<file path="config.mk">
export PLATFORM = sky130hd
export DESIGN_NAME = scc_sample_clock_ctrl
export DESIGN_NICKNAME = d
export VERILOG_FILES = /design/src/rtl/scc_pkg.sv /design/src/rtl/scc_sample_clock_ctrl.sv /design/src/rtl/scc_clock_divider.sv
export SDC_FILE = /design/constraint.sdc
export NUM_CORES = 1
export LEC_CHECK = 0
export BUFFER_PORTS_ARGS = -buffer_cell sky130_fd_sc_hd__buf_2
export CORE_AREA = 2 2 173 175
export CTS_CLUSTER_DIAMETER = 200
export DETAILED_ROUTE_END_ITERATION = 8
export DIE_AREA = 0 0 175 177
export PLACE_DENSITY = 0.43
export SLEW_MARGIN = 20
export SYNTH_ARGS = -nofsm -noshare
export SYNTH_HDL_FRONTEND = slang
export SYNTH_SLANG_ARGS = --single-unit
</file>
<file path="constraint.sdc">
create_clock -name clock -period 8.28 [get_ports clock]
set_input_delay 1.242 -clock clock [delete_from_list [all_inputs] [get_ports clock]]
set_output_delay 1.242 -clock clock [all_outputs]
set_load 0.01 [all_outputs]
</file>
<file path="src/rtl/scc_pkg.sv">
// Package for the sample clock and power-state control block.
// Assumes an 8-bit register map behind a three-wire serial port, 125 MHz system clock.
package scc_pkg;

    // Serial control port framing
    localparam int         SPI_ADDR_W   = 15;
    localparam int         SPI_FRAME_W  = 24;
    localparam logic [4:0] SPI_INSTR_END = 5'h0F;        // Last instruction bit index
    localparam logic [4:0] SPI_DATA_END  = 5'h17;        // Last data bit index

    // Register offsets
    localparam logic [14:0] ADDR_SOFT_RESET  = 15'h0001;
    localparam logic [14:0] ADDR_CHAN_INDEX  = 15'h0008;
    localparam logic [14:0] ADDR_TEMP_DIODE  = 15'h0028;
    localparam logic [14:0] ADDR_PWR_MODE    = 15'h003F;
    localparam logic [14:0] ADDR_PWR_PINFUNC = 15'h0040;
    localparam logic [14:0] ADDR_CLK_DIVIDE  = 15'h010B;
    localparam logic [14:0] ADDR_HALF_DELAY  = 15'h010C;
    localparam logic [14:0] ADDR_DIV_SYNC    = 15'h010D;
    localparam logic [14:0] ADDR_FINE_EN     = 15'h0117;
    localparam logic [14:0] ADDR_FINE_VALUE  = 15'h0118;
    localparam logic [14:0] ADDR_STBY_FILL   = 15'h0571;

    // Field positions
    localparam int SOFT_RESET_BIT   = 1;
    localparam int DIV_SYNC_EN_BIT  = 7;
    localparam int FINE_EN_BIT      = 0;
    localparam int HALF_DELAY_BIT   = 0;
    localparam int TEMP_EN_BIT      = 0;
    localparam int STBY_K_BIT       = 7;
    localparam int CHAN_A_BIT       = 0;
    localparam int CHAN_B_BIT       = 1;

    // Field codes
    localparam logic [7:0] SOFT_RESET_CMD = 8'h02;
    localparam logic [1:0] PWR_NORMAL     = 2'h0;
    localparam logic [1:0] PWR_STANDBY    = 2'h1;
    localparam logic [1:0] PWR_DOWN       = 2'h2;
    localparam logic [1:0] PIN_FN_PDOWN   = 2'h0;
    localparam logic [1:0] PIN_FN_STBY    = 2'h1;
    localparam logic [2:0] FD_A_FN_TEMP   = 3'h7;

    // Reset values
    localparam logic [7:0] RST_CHAN_INDEX  = 8'h03;
    localparam logic [7:0] RST_ZERO        = 8'h00;

    // Timing
    localparam int CLOCK_HZ             = 125000000;
    localparam int SOFT_RST_RECOVERY_MS = 5;
    localparam int RECOVERY_CYCLES_DEF  = SOFT_RST_RECOVERY_MS * (CLOCK_HZ / 1000);
    localparam int RECOVERY_CNT_W       = 20;

    // Datapath reset sequencer
    typedef enum logic [1:0] {
        DP_IDLE    = 2'b00,
        DP_RESET   = 2'b01,
        DP_RECOVER = 2'b10
    } scc_dp_state_t;

    // Per-channel sampling-edge settings
    typedef struct packed {
        logic       halfDelay;
        logic       fineEn;
        logic [7:0] fineValue;
    } scc_chan_clk_t;

    // Serial-link fill and power status
    typedef struct packed {
        logic powerDown;
        logic standby;
        logic linkActive;
        logic fillZero;
        logic fillK;
    } scc_link_state_t;

endpackage

</file>
<file path="src/rtl/scc_sample_clock_ctrl.sv">
// Sample clock conditioning and power-state control, with its serial register port.
// Assumes the serial port clock is far slower than the 125 MHz system clock.
`timescale 1ns/1ps
module scc_sample_clock_ctrl
    import scc_pkg::*;
#(
    parameter int RECOVERY_CYCLES = RECOVERY_CYCLES_DEF
)
(
    input  wire logic        clock,
    input  wire logic        sys_rst,
    input  wire logic        spiSclk,
    input  wire logic        spiCsN,
    input  wire logic        spiSdioIn,
    output logic             spiSdioOutQ,
    output logic             spiSdioOeQ,
    input  wire logic        sysrefIn,
    input  wire logic        power_standby_pin,
    output logic             divClkEnQ,
    output logic             dpResetQ,
    output logic             dpReadyQ,
    output scc_chan_clk_t    chanAClkQ,
    output scc_chan_clk_t    chanBClkQ,
    output scc_link_state_t  linkStateQ,
    output logic             tempDiodeEnQ,
    output logic             fast_detect_out_a_tempQ
);

    // Pin synchronisers: sysref, power pin, select, serial clock, serial data
    localparam int NPIN = 5;
    // Select idles high; resetting it low would look like an open frame
    localparam logic [NPIN-1:0] PIN_IDLE = 5'h04;
    logic [NPIN-1:0] pinRaw;
    logic [NPIN-1:0] pinMeta_q;
    logic [NPIN-1:0] pinSync_q;
    logic [NPIN-1:0] pinPrev_q;

    assign pinRaw = {sysrefIn, power_standby_pin, spiCsN, spiSclk, spiSdioIn};

    // The first stage feeds only the second; edges are taken between stage two and three
    genvar gi;
    generate
        for (gi = 0; gi < NPIN; gi++) begin : g_sync
            always_ff @(posedge clock or posedge sys_rst) begin
                if (sys_rst) begin
                    pinMeta_q[gi] <= PIN_IDLE[gi];
                    pinSync_q[gi] <= PIN_IDLE[gi];
                    pinPrev_q[gi] <= PIN_IDLE[gi];
                end else begin
                    pinMeta_q[gi] <= pinRaw[gi];
                    pinSync_q[gi] <= pinMeta_q[gi];
                    pinPrev_q[gi] <= pinSync_q[gi];
                end
            end
        end
    endgenerate

    logic sdioS;
    logic sclkRise;
    logic sclkFall;
    logic csActive;
    logic sysrefRise;
    logic pwrPinS;

    assign sdioS      = pinSync_q[0];
    assign sclkRise   = pinSync_q[1] & ~pinPrev_q[1];
    assign sclkFall   = ~pinSync_q[1] & pinPrev_q[1];
    assign csActive   = ~pinSync_q[2];
    assign pwrPinS    = pinSync_q[3];
    assign sysrefRise = pinSync_q[4] & ~pinPrev_q[4];

    // Serial port: R/W bit, 15-bit address, 8 data bits, MSB first on rising edges
    logic [4:0]  bitCnt_q;
    logic [22:0] shiftIn_q;
    logic        isRead_q;
    logic [7:0]  rdShift_q;
    logic        wrStb_q;
    logic [14:0] wrAddr_q;
    logic [7:0]  wrData_q;
    logic [7:0]  readData;
    logic        instrDone;
    logic        frameDone;

    assign instrDone = sclkRise && (bitCnt_q == SPI_INSTR_END);
    assign frameDone = sclkRise && (bitCnt_q == SPI_DATA_END);

    // Frame shifter; a frame cut short by the select going high is dropped
    always_ff @(posedge clock or posedge sys_rst) begin
        if (sys_rst) begin
            bitCnt_q  <= 5'h00;
            shiftIn_q <= 23'h000000;
            isRead_q  <= 1'b0;
            wrStb_q   <= 1'b0;
            wrAddr_q  <= 15'h0000;
            wrData_q  <= 8'h00;
        end else begin
            wrStb_q <= frameDone && !isRead_q;
            if (!csActive) begin
                bitCnt_q <= 5'h00;
            end else if (sclkRise) begin
                shiftIn_q <= {shiftIn_q[21:0], sdioS};
                bitCnt_q  <= frameDone ? 5'h00 : bitCnt_q + 5'h01;
                if (instrDone) begin
                    isRead_q <= shiftIn_q[14];
                end
                if (frameDone) begin
                    wrAddr_q <= shiftIn_q[21:7];
                    wrData_q <= {shiftIn_q[6:0], sdioS};
                end
            end
        end
    end

    // Read data is driven on falling edges so it is stable at the host's rising edge
    always_ff @(posedge clock or posedge sys_rst) begin
        if (sys_rst) begin
            rdShift_q   <= 8'h00;
            spiSdioOutQ <= 1'b0;
            spiSdioOeQ  <= 1'b0;
        end else if (!csActive || frameDone) begin
            spiSdioOeQ <= 1'b0;
        end else if (instrDone && shiftIn_q[14]) begin
            rdShift_q  <= readData;
            spiSdioOeQ <= 1'b1;
        end else if (sclkFall && spiSdioOeQ) begin
            spiSdioOutQ <= rdShift_q[7];
            rdShift_q   <= {rdShift_q[6:0], 1'b0};
        end
    end

    // Register address decode for writes
    logic wrSoftRst;
    logic wrChanIdx;
    logic wrTemp;
    logic wrPwrMode;
    logic wrPinFn;
    logic wrDivide;
    logic wrHalf;
    logic wrSync;
    logic wrFineEn;
    logic wrFineVal;
    logic wrStby;

    assign wrSoftRst = wrStb_q && (wrAddr_q == ADDR_SOFT_RESET);
    assign wrChanIdx = wrStb_q && (wrAddr_q == ADDR_CHAN_INDEX);
    assign wrTemp    = wrStb_q && (wrAddr_q == ADDR_TEMP_DIODE);
    assign wrPwrMode = wrStb_q && (wrAddr_q == ADDR_PWR_MODE);
    assign wrPinFn   = wrStb_q && (wrAddr_q == ADDR_PWR_PINFUNC);
    assign wrDivide  = wrStb_q && (wrAddr_q == ADDR_CLK_DIVIDE);
    assign wrHalf    = wrStb_q && (wrAddr_q == ADDR_HALF_DELAY);
    assign wrSync    = wrStb_q && (wrAddr_q == ADDR_DIV_SYNC);
    assign wrFineEn  = wrStb_q && (wrAddr_q == ADDR_FINE_EN);
    assign wrFineVal = wrStb_q && (wrAddr_q == ADDR_FINE_VALUE);
    assign wrStby    = wrStb_q && (wrAddr_q == ADDR_STBY_FILL);

    // Global configuration registers; only sys_rst clears them, never the soft reset
    logic [7:0] chanIdx_q;
    logic [7:0] pwrMode_q;
    logic [7:0] pinFn_q;
    logic [7:0] divide_q;
    logic [7:0] divSync_q;
    logic [7:0] stbyFill_q;

    always_ff @(posedge clock or posedge sys_rst) begin
        if (sys_rst) begin
            chanIdx_q    <= RST_CHAN_INDEX;
            pwrMode_q    <= RST_ZERO;
            pinFn_q      <= RST_ZERO;
            divide_q     <= RST_ZERO;
            divSync_q    <= RST_ZERO;
            stbyFill_q   <= RST_ZERO;
            tempDiodeEnQ <= 1'b0;
        end else begin
            if (wrChanIdx) chanIdx_q <= wrData_q;
            if (wrPwrMode) pwrMode_q <= wrData_q;
            if (wrPinFn) pinFn_q <= wrData_q;
            if (wrDivide) divide_q <= wrData_q;
            if (wrSync) divSync_q <= wrData_q;
            if (wrStby) stbyFill_q <= wrData_q;
            // The diode enable is local to channel A
            if (wrTemp && chanIdx_q[CHAN_A_BIT]) tempDiodeEnQ <= wrData_q[TEMP_EN_BIT];
        end
    end

    // Per-channel settings; writes land only in the selected channels
    scc_chan_clk_t chanClk_q [2];
    logic [1:0]    fineTurnOn;

    generate
        for (gi = 0; gi < 2; gi++) begin : g_chan
            assign fineTurnOn[gi] = wrFineEn && chanIdx_q[gi] && wrData_q[FINE_EN_BIT]
                                    && !chanClk_q[gi].fineEn;
            always_ff @(posedge clock or posedge sys_rst) begin
                if (sys_rst) begin
                    chanClk_q[gi] <= '0;
                end else if (chanIdx_q[gi]) begin
                    if (wrHalf) chanClk_q[gi].halfDelay <= wrData_q[HALF_DELAY_BIT];
                    if (wrFineEn) chanClk_q[gi].fineEn <= wrData_q[FINE_EN_BIT];
                    if (wrFineVal) chanClk_q[gi].fineValue <= wrData_q;
                end
            end
        end
    endgenerate

    // Settings reach the sampling edges one cycle after the write
    always_ff @(posedge clock or posedge sys_rst) begin
        if (sys_rst) begin
            chanAClkQ <= '0;
            chanBClkQ <= '0;
        end else begin
            chanAClkQ <= chanClk_q[0];
            chanBClkQ <= chanClk_q[1];
        end
    end

    // Datapath reset sequencer: one reset cycle, then a long recovery count
    scc_dp_state_t             dpState_q;
    scc_dp_state_t             dpState_d;
    logic [RECOVERY_CNT_W-1:0] recCnt_q;
    logic                      softRstReq;
    logic                      recDone;

    assign softRstReq = (wrSoftRst && (wrData_q == SOFT_RESET_CMD)) || (|fineTurnOn);
    assign recDone    = (recCnt_q == RECOVERY_CNT_W'(RECOVERY_CYCLES - 1));

    always_comb begin
        dpState_d = dpState_q;
        case (dpState_q)
            DP_IDLE:    dpState_d = softRstReq ? DP_RESET : DP_IDLE;
            DP_RESET:   dpState_d = DP_RECOVER;
            DP_RECOVER: dpState_d = softRstReq ? DP_RESET : (recDone ? DP_IDLE : DP_RECOVER);
            default:    dpState_d = DP_IDLE;
        endcase
    end

    // A new request during recovery restarts the whole sequence
    always_ff @(posedge clock or posedge sys_rst) begin
        if (sys_rst) begin
            dpState_q <= DP_IDLE;
            recCnt_q  <= '0;
            dpResetQ  <= 1'b0;
            dpReadyQ  <= 1'b0;
        end else begin
            dpState_q <= dpState_d;
            recCnt_q  <= (dpState_d == DP_RECOVER && dpState_q == DP_RECOVER) ? recCnt_q + 1'b1 : '0;
            dpResetQ  <= (dpState_d == DP_RESET);
            dpReadyQ  <= (dpState_d == DP_IDLE);
        end
    end

    // Divider, reloaded by sysref when enabled and by the datapath reset
    scc_clock_divider u_divider (
        .clock      (clock),
        .sys_rst    (sys_rst),
        .ratioSel   (divide_q[1:0]),
        .syncEnable (divSync_q[DIV_SYNC_EN_BIT]),
        .syncPhase  (divSync_q[2:0]),
        .syncPulse  (sysrefRise),
        .dpReset    (dpResetQ),
        .divEnQ     (divClkEnQ)
    );

    // Power state from pin and registers; either source may power down
    logic pinPdown;
    logic pinStby;
    logic regPdown;
    logic regStby;
    logic anyPdown;
    logic anyStby;

    assign pinPdown = pwrPinS && (pinFn_q[7:6] == PIN_FN_PDOWN);
    assign pinStby  = pwrPinS && (pinFn_q[7:6] == PIN_FN_STBY);
    assign regPdown = (pwrMode_q[1:0] == PWR_DOWN);
    assign regStby  = (pwrMode_q[1:0] == PWR_STANDBY);
    assign anyPdown = pinPdown || regPdown;
    assign anyStby  = !anyPdown && (pinStby || regStby);

    // Link state; half and fine delay changes never touch it
    always_ff @(posedge clock or posedge sys_rst) begin
        if (sys_rst) begin
            linkStateQ <= '0;
        end else begin
            linkStateQ.powerDown  <= anyPdown;
            linkStateQ.standby    <= anyStby;
            linkStateQ.linkActive <= !anyPdown;
            linkStateQ.fillZero   <= anyStby && !stbyFill_q[STBY_K_BIT];
            linkStateQ.fillK      <= anyStby && stbyFill_q[STBY_K_BIT];
        end
    end

    // Temperature diode onto fast-detect A
    always_ff @(posedge clock or posedge sys_rst) begin
        if (sys_rst) begin
            fast_detect_out_a_tempQ <= 1'b0;
        end else begin
            fast_detect_out_a_tempQ <= tempDiodeEnQ && (pinFn_q[2:0] == FD_A_FN_TEMP);
        end
    end

    // Read mux; per-channel registers show the lowest selected channel
    logic          rdChan;
    scc_chan_clk_t rdClk;
    logic          dpBusy;
    logic [14:0]   rdAddr;

    // The address LSB is still on the data pin at the sixteenth rise
    assign rdAddr = {shiftIn_q[13:0], sdioS};
    assign rdChan = !chanIdx_q[CHAN_A_BIT] && chanIdx_q[CHAN_B_BIT];
    assign rdClk  = chanClk_q[rdChan];
    assign dpBusy = (dpState_q != DP_IDLE);

    assign readData =
        (rdAddr == ADDR_SOFT_RESET)  ? {6'h00, dpBusy, 1'b0} :
        (rdAddr == ADDR_CHAN_INDEX)  ? chanIdx_q :
        (rdAddr == ADDR_TEMP_DIODE)  ? {7'h00, tempDiodeEnQ} :
        (rdAddr == ADDR_PWR_MODE)    ? pwrMode_q :
        (rdAddr == ADDR_PWR_PINFUNC) ? pinFn_q :
        (rdAddr == ADDR_CLK_DIVIDE)  ? divide_q :
        (rdAddr == ADDR_HALF_DELAY)  ? {7'h00, rdClk.halfDelay} :
        (rdAddr == ADDR_DIV_SYNC)    ? divSync_q :
        (rdAddr == ADDR_FINE_EN)     ? {7'h00, rdClk.fineEn} :
        (rdAddr == ADDR_FINE_VALUE)  ? rdClk.fineValue :
        (rdAddr == ADDR_STBY_FILL)   ? stbyFill_q : 8'h00;

endmodule

</file>
<file path="src/rtl/scc_clock_divider.sv">
// Sample clock divider producing a one-cycle enable at 1/1, 1/2, 1/4 or 1/8 rate.
// Assumes the sync pulse is already synchronised and one cycle wide.
`timescale 1ns/1ps
module scc_clock_divider
    import scc_pkg::*;
(
    input  wire logic       clock,
    input  wire logic       sys_rst,
    input  wire logic [1:0] ratioSel,
    input  wire logic       syncEnable,
    input  wire logic [2:0] syncPhase,
    input  wire logic       syncPulse,
    input  wire logic       dpReset,
    output logic            divEnQ
);

    logic [2:0] count_q;
    logic [2:0] count_d;
    logic [2:0] mask;
    logic       reload;

    // Ratio code n divides by 2**n; the mask wraps the counter
    assign mask    = (ratioSel == 2'h0) ? 3'h0 : (ratioSel == 2'h1) ? 3'h1 : (ratioSel == 2'h2) ? 3'h3 : 3'h7;
    assign reload  = dpReset | (syncEnable & syncPulse);
    assign count_d = reload ? (syncPhase & mask) : ((count_q + 3'h1) & mask);

    // Counter and terminal-count enable; enable is registered so it never glitches
    always_ff @(posedge clock or posedge sys_rst) begin
        if (sys_rst) begin
            count_q <= 3'h0;
            divEnQ  <= 1'b0;
        end else begin
            count_q <= count_d;
            divEnQ  <= !reload && ((count_q & mask) == mask);
        end
    end

endmodule

</file>
==> metrics.txt, run 1 <==
sequential-to-total area share from yosys stat=between 50% and 60%; Slowest-stage cell, CP=nor4_1; Synth Warn #=0; Initial DRC Count=~360; post-synthesis xor/xnor area fraction=under 10%; Core ar.=between 20000 and 30000 um^2; Final Hold Viols=0; Reg2Reg Depth=9; FILL cells=roughly 3000; worst min path class=reg2reg; Worst EP arrival=~3.5 ns; hpwl dp=approximately 15 mm; setup TNS=0 ns; Final min period=approximately 3.2 ns; Starting Density=between 20 and 30%; Seq pwr share=approximately half; LEAKAGE=about 4.5 nW; critical path launch point=bitCnt_q[0]$_DFFE_PP0P_; gpl congestion=0.8382; RR Startpoint=bitCnt_q[0]$_DFFE_PP0P_; RSZ-0062 raised after global routing=false; Tot Pwr=between 2 and 2.5 mW; multi-input logic area=between 3000 and 4000 um^2; GRT overflow=0; Netlist cell types=69; cell repeated most along the worst path=ha_1; Setup Skew=approximately 0.024 ns; FF-to-FF End=rdShift_q[3]$_DFFE_PP0P_; ys async rst share=100.0%; top_reg_cell synth=dfrtp_1; average size of a mapped cell=roughly 12 um^2; Die ar.=just over 30000 um^2; Chip Height=between 150 and 200 um; CP Max Fanout=11; DRT Wirelength=21.50 mm; Startpoint Class=flip-flop; Clock Power Share=a little over two fifths; post-synth net total=721; clk slew on worst S/H paths=roughly 0.070 ns; P_sw=0.5399 mW; multiplexer area fraction after synthesis=approximately 16%; register area=4935 um^2; worst reg-to-reg setup slack=~5 ns; part of the power in combinational logic=roughly 6.5%; critical path capture point type=flip-flop; Synth Area in Simple Gates=between 10% and 20%; port bufs=38; adder-cell share of the synthesized area=0.5796%; CTS hold repair buffers=0; DR WL/cell=18.86 um; first-pass GRT wire length=between 30 and 40 mm; Routed Antenna Nets=0; Root Driver=clkbuf_16; row cnt=63; Setup Buffers After CTS=0; post-synthesis compound-gate area fraction=under 10%; Clk Latency, worst-skew pair=~0.45 ns; Worst VDD drop=134.9 uV; outcome=complete, no violations; worst slew pin tran=1.074 ns; Vias=5661; Total GRT Usage=between 10% and 20%; top-level port count=39; fin util=approximately a third; largest net degree at the start of global routing=about 120; clock buffer count from CTS=17; Setup Crit Path Kind=reg2reg; H-tree depth=4; largest family of logic cells by synthesized area=multiplexers; vias in the first global route=around 6000; Nets=between 700 and 800; min-delay src=pinMeta_q[0]$_DFF_PP0_; max-slew violations=0; number of synthesized flops with an enable pin=0; share of cells above drive strength 1=between 20 and 30%; Via density=4.966; Diodes inserted=0; achievable frequency=between 300 and 400 MHz; CTS Sinks=197; initial antenna violation count=0; Worst slew margin=27.75%; MaxCap Viol Count=0; Critical Path End=rdShift_q[3]$_DFFE_PP0P_; slowest cell delay on critical path=approximately 0.67 ns; drt first pass iters=6; Synth Register Bits=a little under 200; Final setup viols=0; Post-Syn Area=8635 um^2; Final Cycle Share=38.08%; CTS tree=built; Switching Share=between 20% and 30%; Post-Syn Instances=710; number of gates resized after cts=0; internal power=about 1.5 mW; pwr/cell area=slightly above 200 nW/um^2; Remaining DRCs=0; CTS Buffer Depth=2; area grow syn2layout=13.97%; Die Wd=175 um; CP Cell Sequence=ha_1 -> and3_1 -> ha_1 -> nand4b_1 -> a211oi_1 -> o21ai_2 -> nor4_1 -> a21oi_1 -> o21ai_1; Data required, critical path=8.63 ns
-- metrics by stage --
step | instance area, um^2 | worst slack (ns) | hold WS (ns) | std cells
detailed placement | 9216 | 5.086 | 0.3347 | 1108
floorplan | 8635 | 1.676 | 0.3312 | 710
CTS | 9836 | 5.044 | 0.3511 | 1140
global placement | 9216 | 5.238 | 0.3344 | 1108
finish | 9841 | 5.127 | 0.3495 | 1140
global route | 9841 | 4.849 | 0.3559 | 1140
-- layout by cell type, fill, tap and decap left out, types with 6 or more instances in the layout --
master     count
dfrtp_1      193
nand3_1       17
o21ai_1        6
mux2_2       117
xor2_1        14
nor3_1        11
nand2b_1       6
nand4_1       16
xnor2_1        7
mux2i_1       10
nor2b_1        6
inv_1         14
nand4b_1       6
clkbuf_16     17
nand2_1       41
nor4_1        15
buf_2         38
o21ai_0       15
a21oi_1       19
nor2_1        57
and3_1         7
a211oi_1       8
-- how the worst min path moves through the flow --
stage / depth (start not counted) / slack [ns] / to
2_1_floorplan: 0 / 0.33 / pinSync_q[1]$_DFF_PP0_
3_3_place_gp: 0 / 0.33 / pinSync_q[1]$_DFF_PP0_
3_5_place_dp: 0 / 0.33 / sdioS$_DFF_PP0_
4_1_cts: 0 / 0.35 / sdioS$_DFF_PP0_
5_1_grt: 0 / 0.36 / pinSync_q[1]$_DFF_PP0_
6_report: 0 / 0.35 / sdioS$_DFF_PP0_
-- critical path, delay by kind of cell (launching register included) --
family                   cells  cell delay, ns
AO/OA/AOI/OAI                4            1.07
adder cells (fa/ha/maj)      2            0.35
flip-flops                   1            0.40
AND/OR/NAND/NOR              3            1.23
-- power by group through the flow --
stage	clock network, mW	logic (mW)	registers (mW)
floorplan	0	0.125	1.02
global placement	0	0.132	1.06
CTS	0.895	0.133	1.05
detailed placement	0	0.132	1.06
global route	0.936	0.146	1.05
finish	0.865	0.133	1.05
-- logic make-up after synthesis --
kind of cell | after synthesis
muxes | 127
DFF | 197
and+or+nand+nor | 236
buffers and inverters | 49
adders and majority gates | 4
xor gates and xnor gates | 21
AOI/OAI and AO/OA | 76
-- sequential cells by signal (all words and copies together), names as in the netlist, 10 cells and up --
name	count
chanBClkQ	10
chanClk_q	20
recCnt_q	20
chanAClkQ	10
shiftIn_q	22
wrAddr_q	15
-- cell usage after synthesis, drive strengths merged (4+ instances only) --
cell	count	area, um^2
a21oi	19	95.09
and2	4	25.02
and3	7	43.79
nand2b	6	37.54
nand3	20	115.1
a32oi	4	35.03
xnor2	7	61.31
nor4	16	106.4
nor3b	5	37.54
clkbuf	23	86.33
buf	11	52.55
nor2	60	227.7
dfrtp	193	4830
nand3b	5	37.54
nand4b	6	52.55
mux2	117	1318
or4	5	41.29
nor4b	4	41.29
nor2b	6	37.54
nand2	41	153.9
a211oi	8	60.06
dfstp	4	105.1
and4	5	43.79
o21ai	22	113.9
nand4	18	125.1
mux2i	10	100.1
xor2	14	122.6
nor3	12	65.06
inv	15	56.30
ha	4	50.05
-- layer usage --
layer	share of wire [%]	up-vias	global-route usage, %
met5	0	-	0
met4	0.93	0	4.375
met3	2.4	8	2.771
met2	51	99	25.26
met1	46	2938	18.65
li1	-	2616	-
-- area by class of cell --
class / instances / area share, %
clock buffers: 19 / 4.603
flip-flops and latches: 197 / 50.15
clock inverters: 13 / 1.691
repair buffers: 42 / 2.238
inverters: 15 / 0.6484
multi-input cells: 464 / 35.72
well taps: 390 / 4.959
Power figures use the tool's default switching activity.
==> run 2: changes to the inputs <==
--- a/config.mk
+++ b/config.mk
@@ -10,7 +10,7 @@
 export CTS_CLUSTER_DIAMETER = 200
 export DETAILED_ROUTE_END_ITERATION = 8
 export DIE_AREA = 0 0 175 177
-export PLACE_DENSITY = 0.43
+export PLACE_DENSITY = 0.45
 export SLEW_MARGIN = 20
 export SYNTH_ARGS = -nofsm -noshare
 export SYNTH_HDL_FRONTEND = slang
==> constraint.sdc (replaced) <==
create_clock -name clock -period 2.55 [get_ports clock]
set_input_delay 0.3825 -clock clock [delete_from_list [all_inputs] [get_ports clock]]
set_output_delay 0.3825 -clock clock [all_outputs]
set_load 0.01 [all_outputs]
==> run 2 against run 1 <==
Against the previous run: register-to-register slack worse by 4.9 ns; worst setup slack lost 4.9 ns; routed wire length is 3.2% lower; global-route usage fell by 0.52 points; total power grew to 3.2 times the previous value; non-clock buffer count up 29; count of clock-buffer cells in the layout unchanged; die area stayed put.
==> metrics.txt, run 2 (synthesis results as in run 1) <==
clk slew on worst S/H paths=approximately 0.07 ns; Post-Layout Inst Area=10030 um^2; row cnt=63; Setup Skew=~0.01 ns; initial antenna violation count=1; DP Cell Count=1137; RR Startpoint=wrData_q[7]$_DFFE_PP0P_; H-tree depth=4; largest net degree at the start of global routing=roughly 130; Top reg by flops=shiftIn_q; max-slew violations=0; Root Driver=clkbuf_16; worst min path class=in2reg; Initial DRC Count=just under 300; Remaining DRCs=0; Worst VDD drop=465.5 uV; Reg2Reg Depth=7; share of cells above drive strength 1=a little under a third; Chip Height=between 150 and 200 um; commonest non-fill, non-tap cell in the layout=dfrtp_1; pwr/cell area=between 600 and 700 nW/um^2; gpl congestion=0.8602; commonest cells after routing, fill and taps aside=dfrtp_1, mux2_2, nor2_1, nand2_1, buf_2; critical path capture point type=flip-flop; CTS tree=built; GRT overflow=0; DP Area=~9500 um^2; Starting Density=29.53%; FF-to-FF End=recCnt_q[4]$_DFF_PP0_; Worst slew margin=between 40 and 50%; instance count on the critical path=7; top-level port count=39; Final setup viols=0; Nets=slightly below 800; fin util=between 30% and 40%; Hold Slack=approximately 0.05 ns; vias in the first global route=~6000; Final min period=about 2.4 ns; Tot Pwr=6.506 mW; first-pass GRT wire length=33.91 mm; outcome=complete, no violations; RSZ-0062 raised after global routing=false; LEAKAGE=4.641 nW; critical path launch point=wrData_q[7]$_DFFE_PP0P_; CTS Buffer Depth=2; MaxCap Viol Count=0; achievable frequency=approximately 420 MHz; Die ar.=around 31000 um^2; Critical Path End=recCnt_q[4]$_DFF_PP0_; drt first pass iters=5; CP Max Fanout=21; DR WL/cell=between 15 and 20 um; worst slew pin tran=around 0.8 ns; Data required, critical path=approximately 2.9 ns; Via density=4.956; FILL cells=around 2900; port bufs=38; Die Wd=~180 um; max reg flops=22; Slowest-stage cell, CP=nor4b_1; clock buffer count from CTS=17; Finished Layout Cells=1170; Startpoint Class=flip-flop; Regs by FF count=shiftIn_q (22), chanClk_q (20), recCnt_q (20); Setup Crit Path Kind=reg2reg; Final Hold Viols=0; Setup Buffers After CTS=0; Routed Antenna Nets=0; WP buf/inv=1; setup TNS=0 ns; slowest cell delay on critical path=between 0.7 and 0.8 ns; Vias=around 5800; Core ar.=between 20000 and 30000 um^2; Total GRT Usage=between 10% and 20%; DRT Wirelength=about 21 mm; area grow syn2layout=16.21%; CP Cell Sequence=nor4b_1 -> and3_1 -> nand4_1 -> o31a_1 -> nand4b_1 -> buf_4 -> nor2_1; CTS hold repair buffers=0; Top delay family on crit path=simple AND/OR/NAND/NOR gates; CTS Sinks=197; worst reg-to-reg setup slack=approximately 0.18 ns; min-delay src=spiCsN; Clk Latency, worst-skew pair=around 0.44 ns; Post-Place Worst Slack=~0.0043 ns; Final Cycle Share=93.03%; Worst EP arrival=around 2.7 ns; hpwl dp=14.86 mm; setup slack after layout=approximately 0.18 ns
run 2: changes by cell type in the layout (fill, tap and decap cells not counted), sizes merged:
cell      previous run  this run
inv                 19        20
clkinvlp             2         3
diode                0         1
buf                 42        71
bufinv               2         0
run 2: worst min path at each step:
stage	to	slack [ns]	cells past startpoint
after floorplan	pinSync_q[1]$_DFF_PP0_	0.33	0
after global placement	sdioS$_DFF_PP0_	0.34	0
after detailed placement	sdioS$_DFF_PP0_	0.33	0
after CTS	pinMeta_q[2]$_DFF_PP1_	0.03	1
after global routing	pinMeta_q[2]$_DFF_PP1_	0.02	1
final	pinMeta_q[2]$_DFF_PP1_	0.05	1
run 2: cell type report:
| type | count | area (um^2) | area share [%] |
|---|---|---|---|
| Antenna cell | 1 | 2.502 | 0.02494 |
| Clock buffer | 19 | 442.9 | 4.414 |
| Clock inverter | 13 | 115.1 | 1.147 |
| Inverter | 15 | 60.06 | 0.5985 |
| Multi-Input combinational cell | 464 | 3528 | 35.16 |
| Sequential cell | 197 | 4935 | 49.18 |
| Tap cell | 390 | 488.0 | 4.863 |
| Timing Repair Buffer | 71 | 462.9 | 4.613 |
run 2: worst register-to-register path, delay by kind of cell, from the launching register on:
| kind | cells | cell delay [ns] |
|---|---|---|
| DFF | 1 | 0.53 |
| buffers and inverters | 1 | 0.25 |
| and+or+nand+nor | 5 | 1.30 |
| AOI/OAI and AO/OA | 1 | 0.17 |
run 2: power breakdown:
| part | leakage (nW) | internal, mW | switching, mW |
|---|---|---|---|
| combinational | 1.68 | 0.233 | 0.332 |
| sequential | 2.69 | 3.19 | 0.163 |
| clock | 0.270 | 1.31 | 1.27 |
run 2: metal layers:
metal / track usage [%] / wire [um] / part of all wire [%]
met4: 4.618 / 436 / 2.1
met5: 0 / 0 / 0
met3: 3.157 / 772 / 3.7
met1: 17.98 / 9206 / 44
met2: 23.80 / 10400 / 50
run 2: what timing repair did:
item	4_1_cts	5_1_grt
endpoints found under the hold margin	0	0
resized for setup	0	5
setup endpoints to repair	0	6
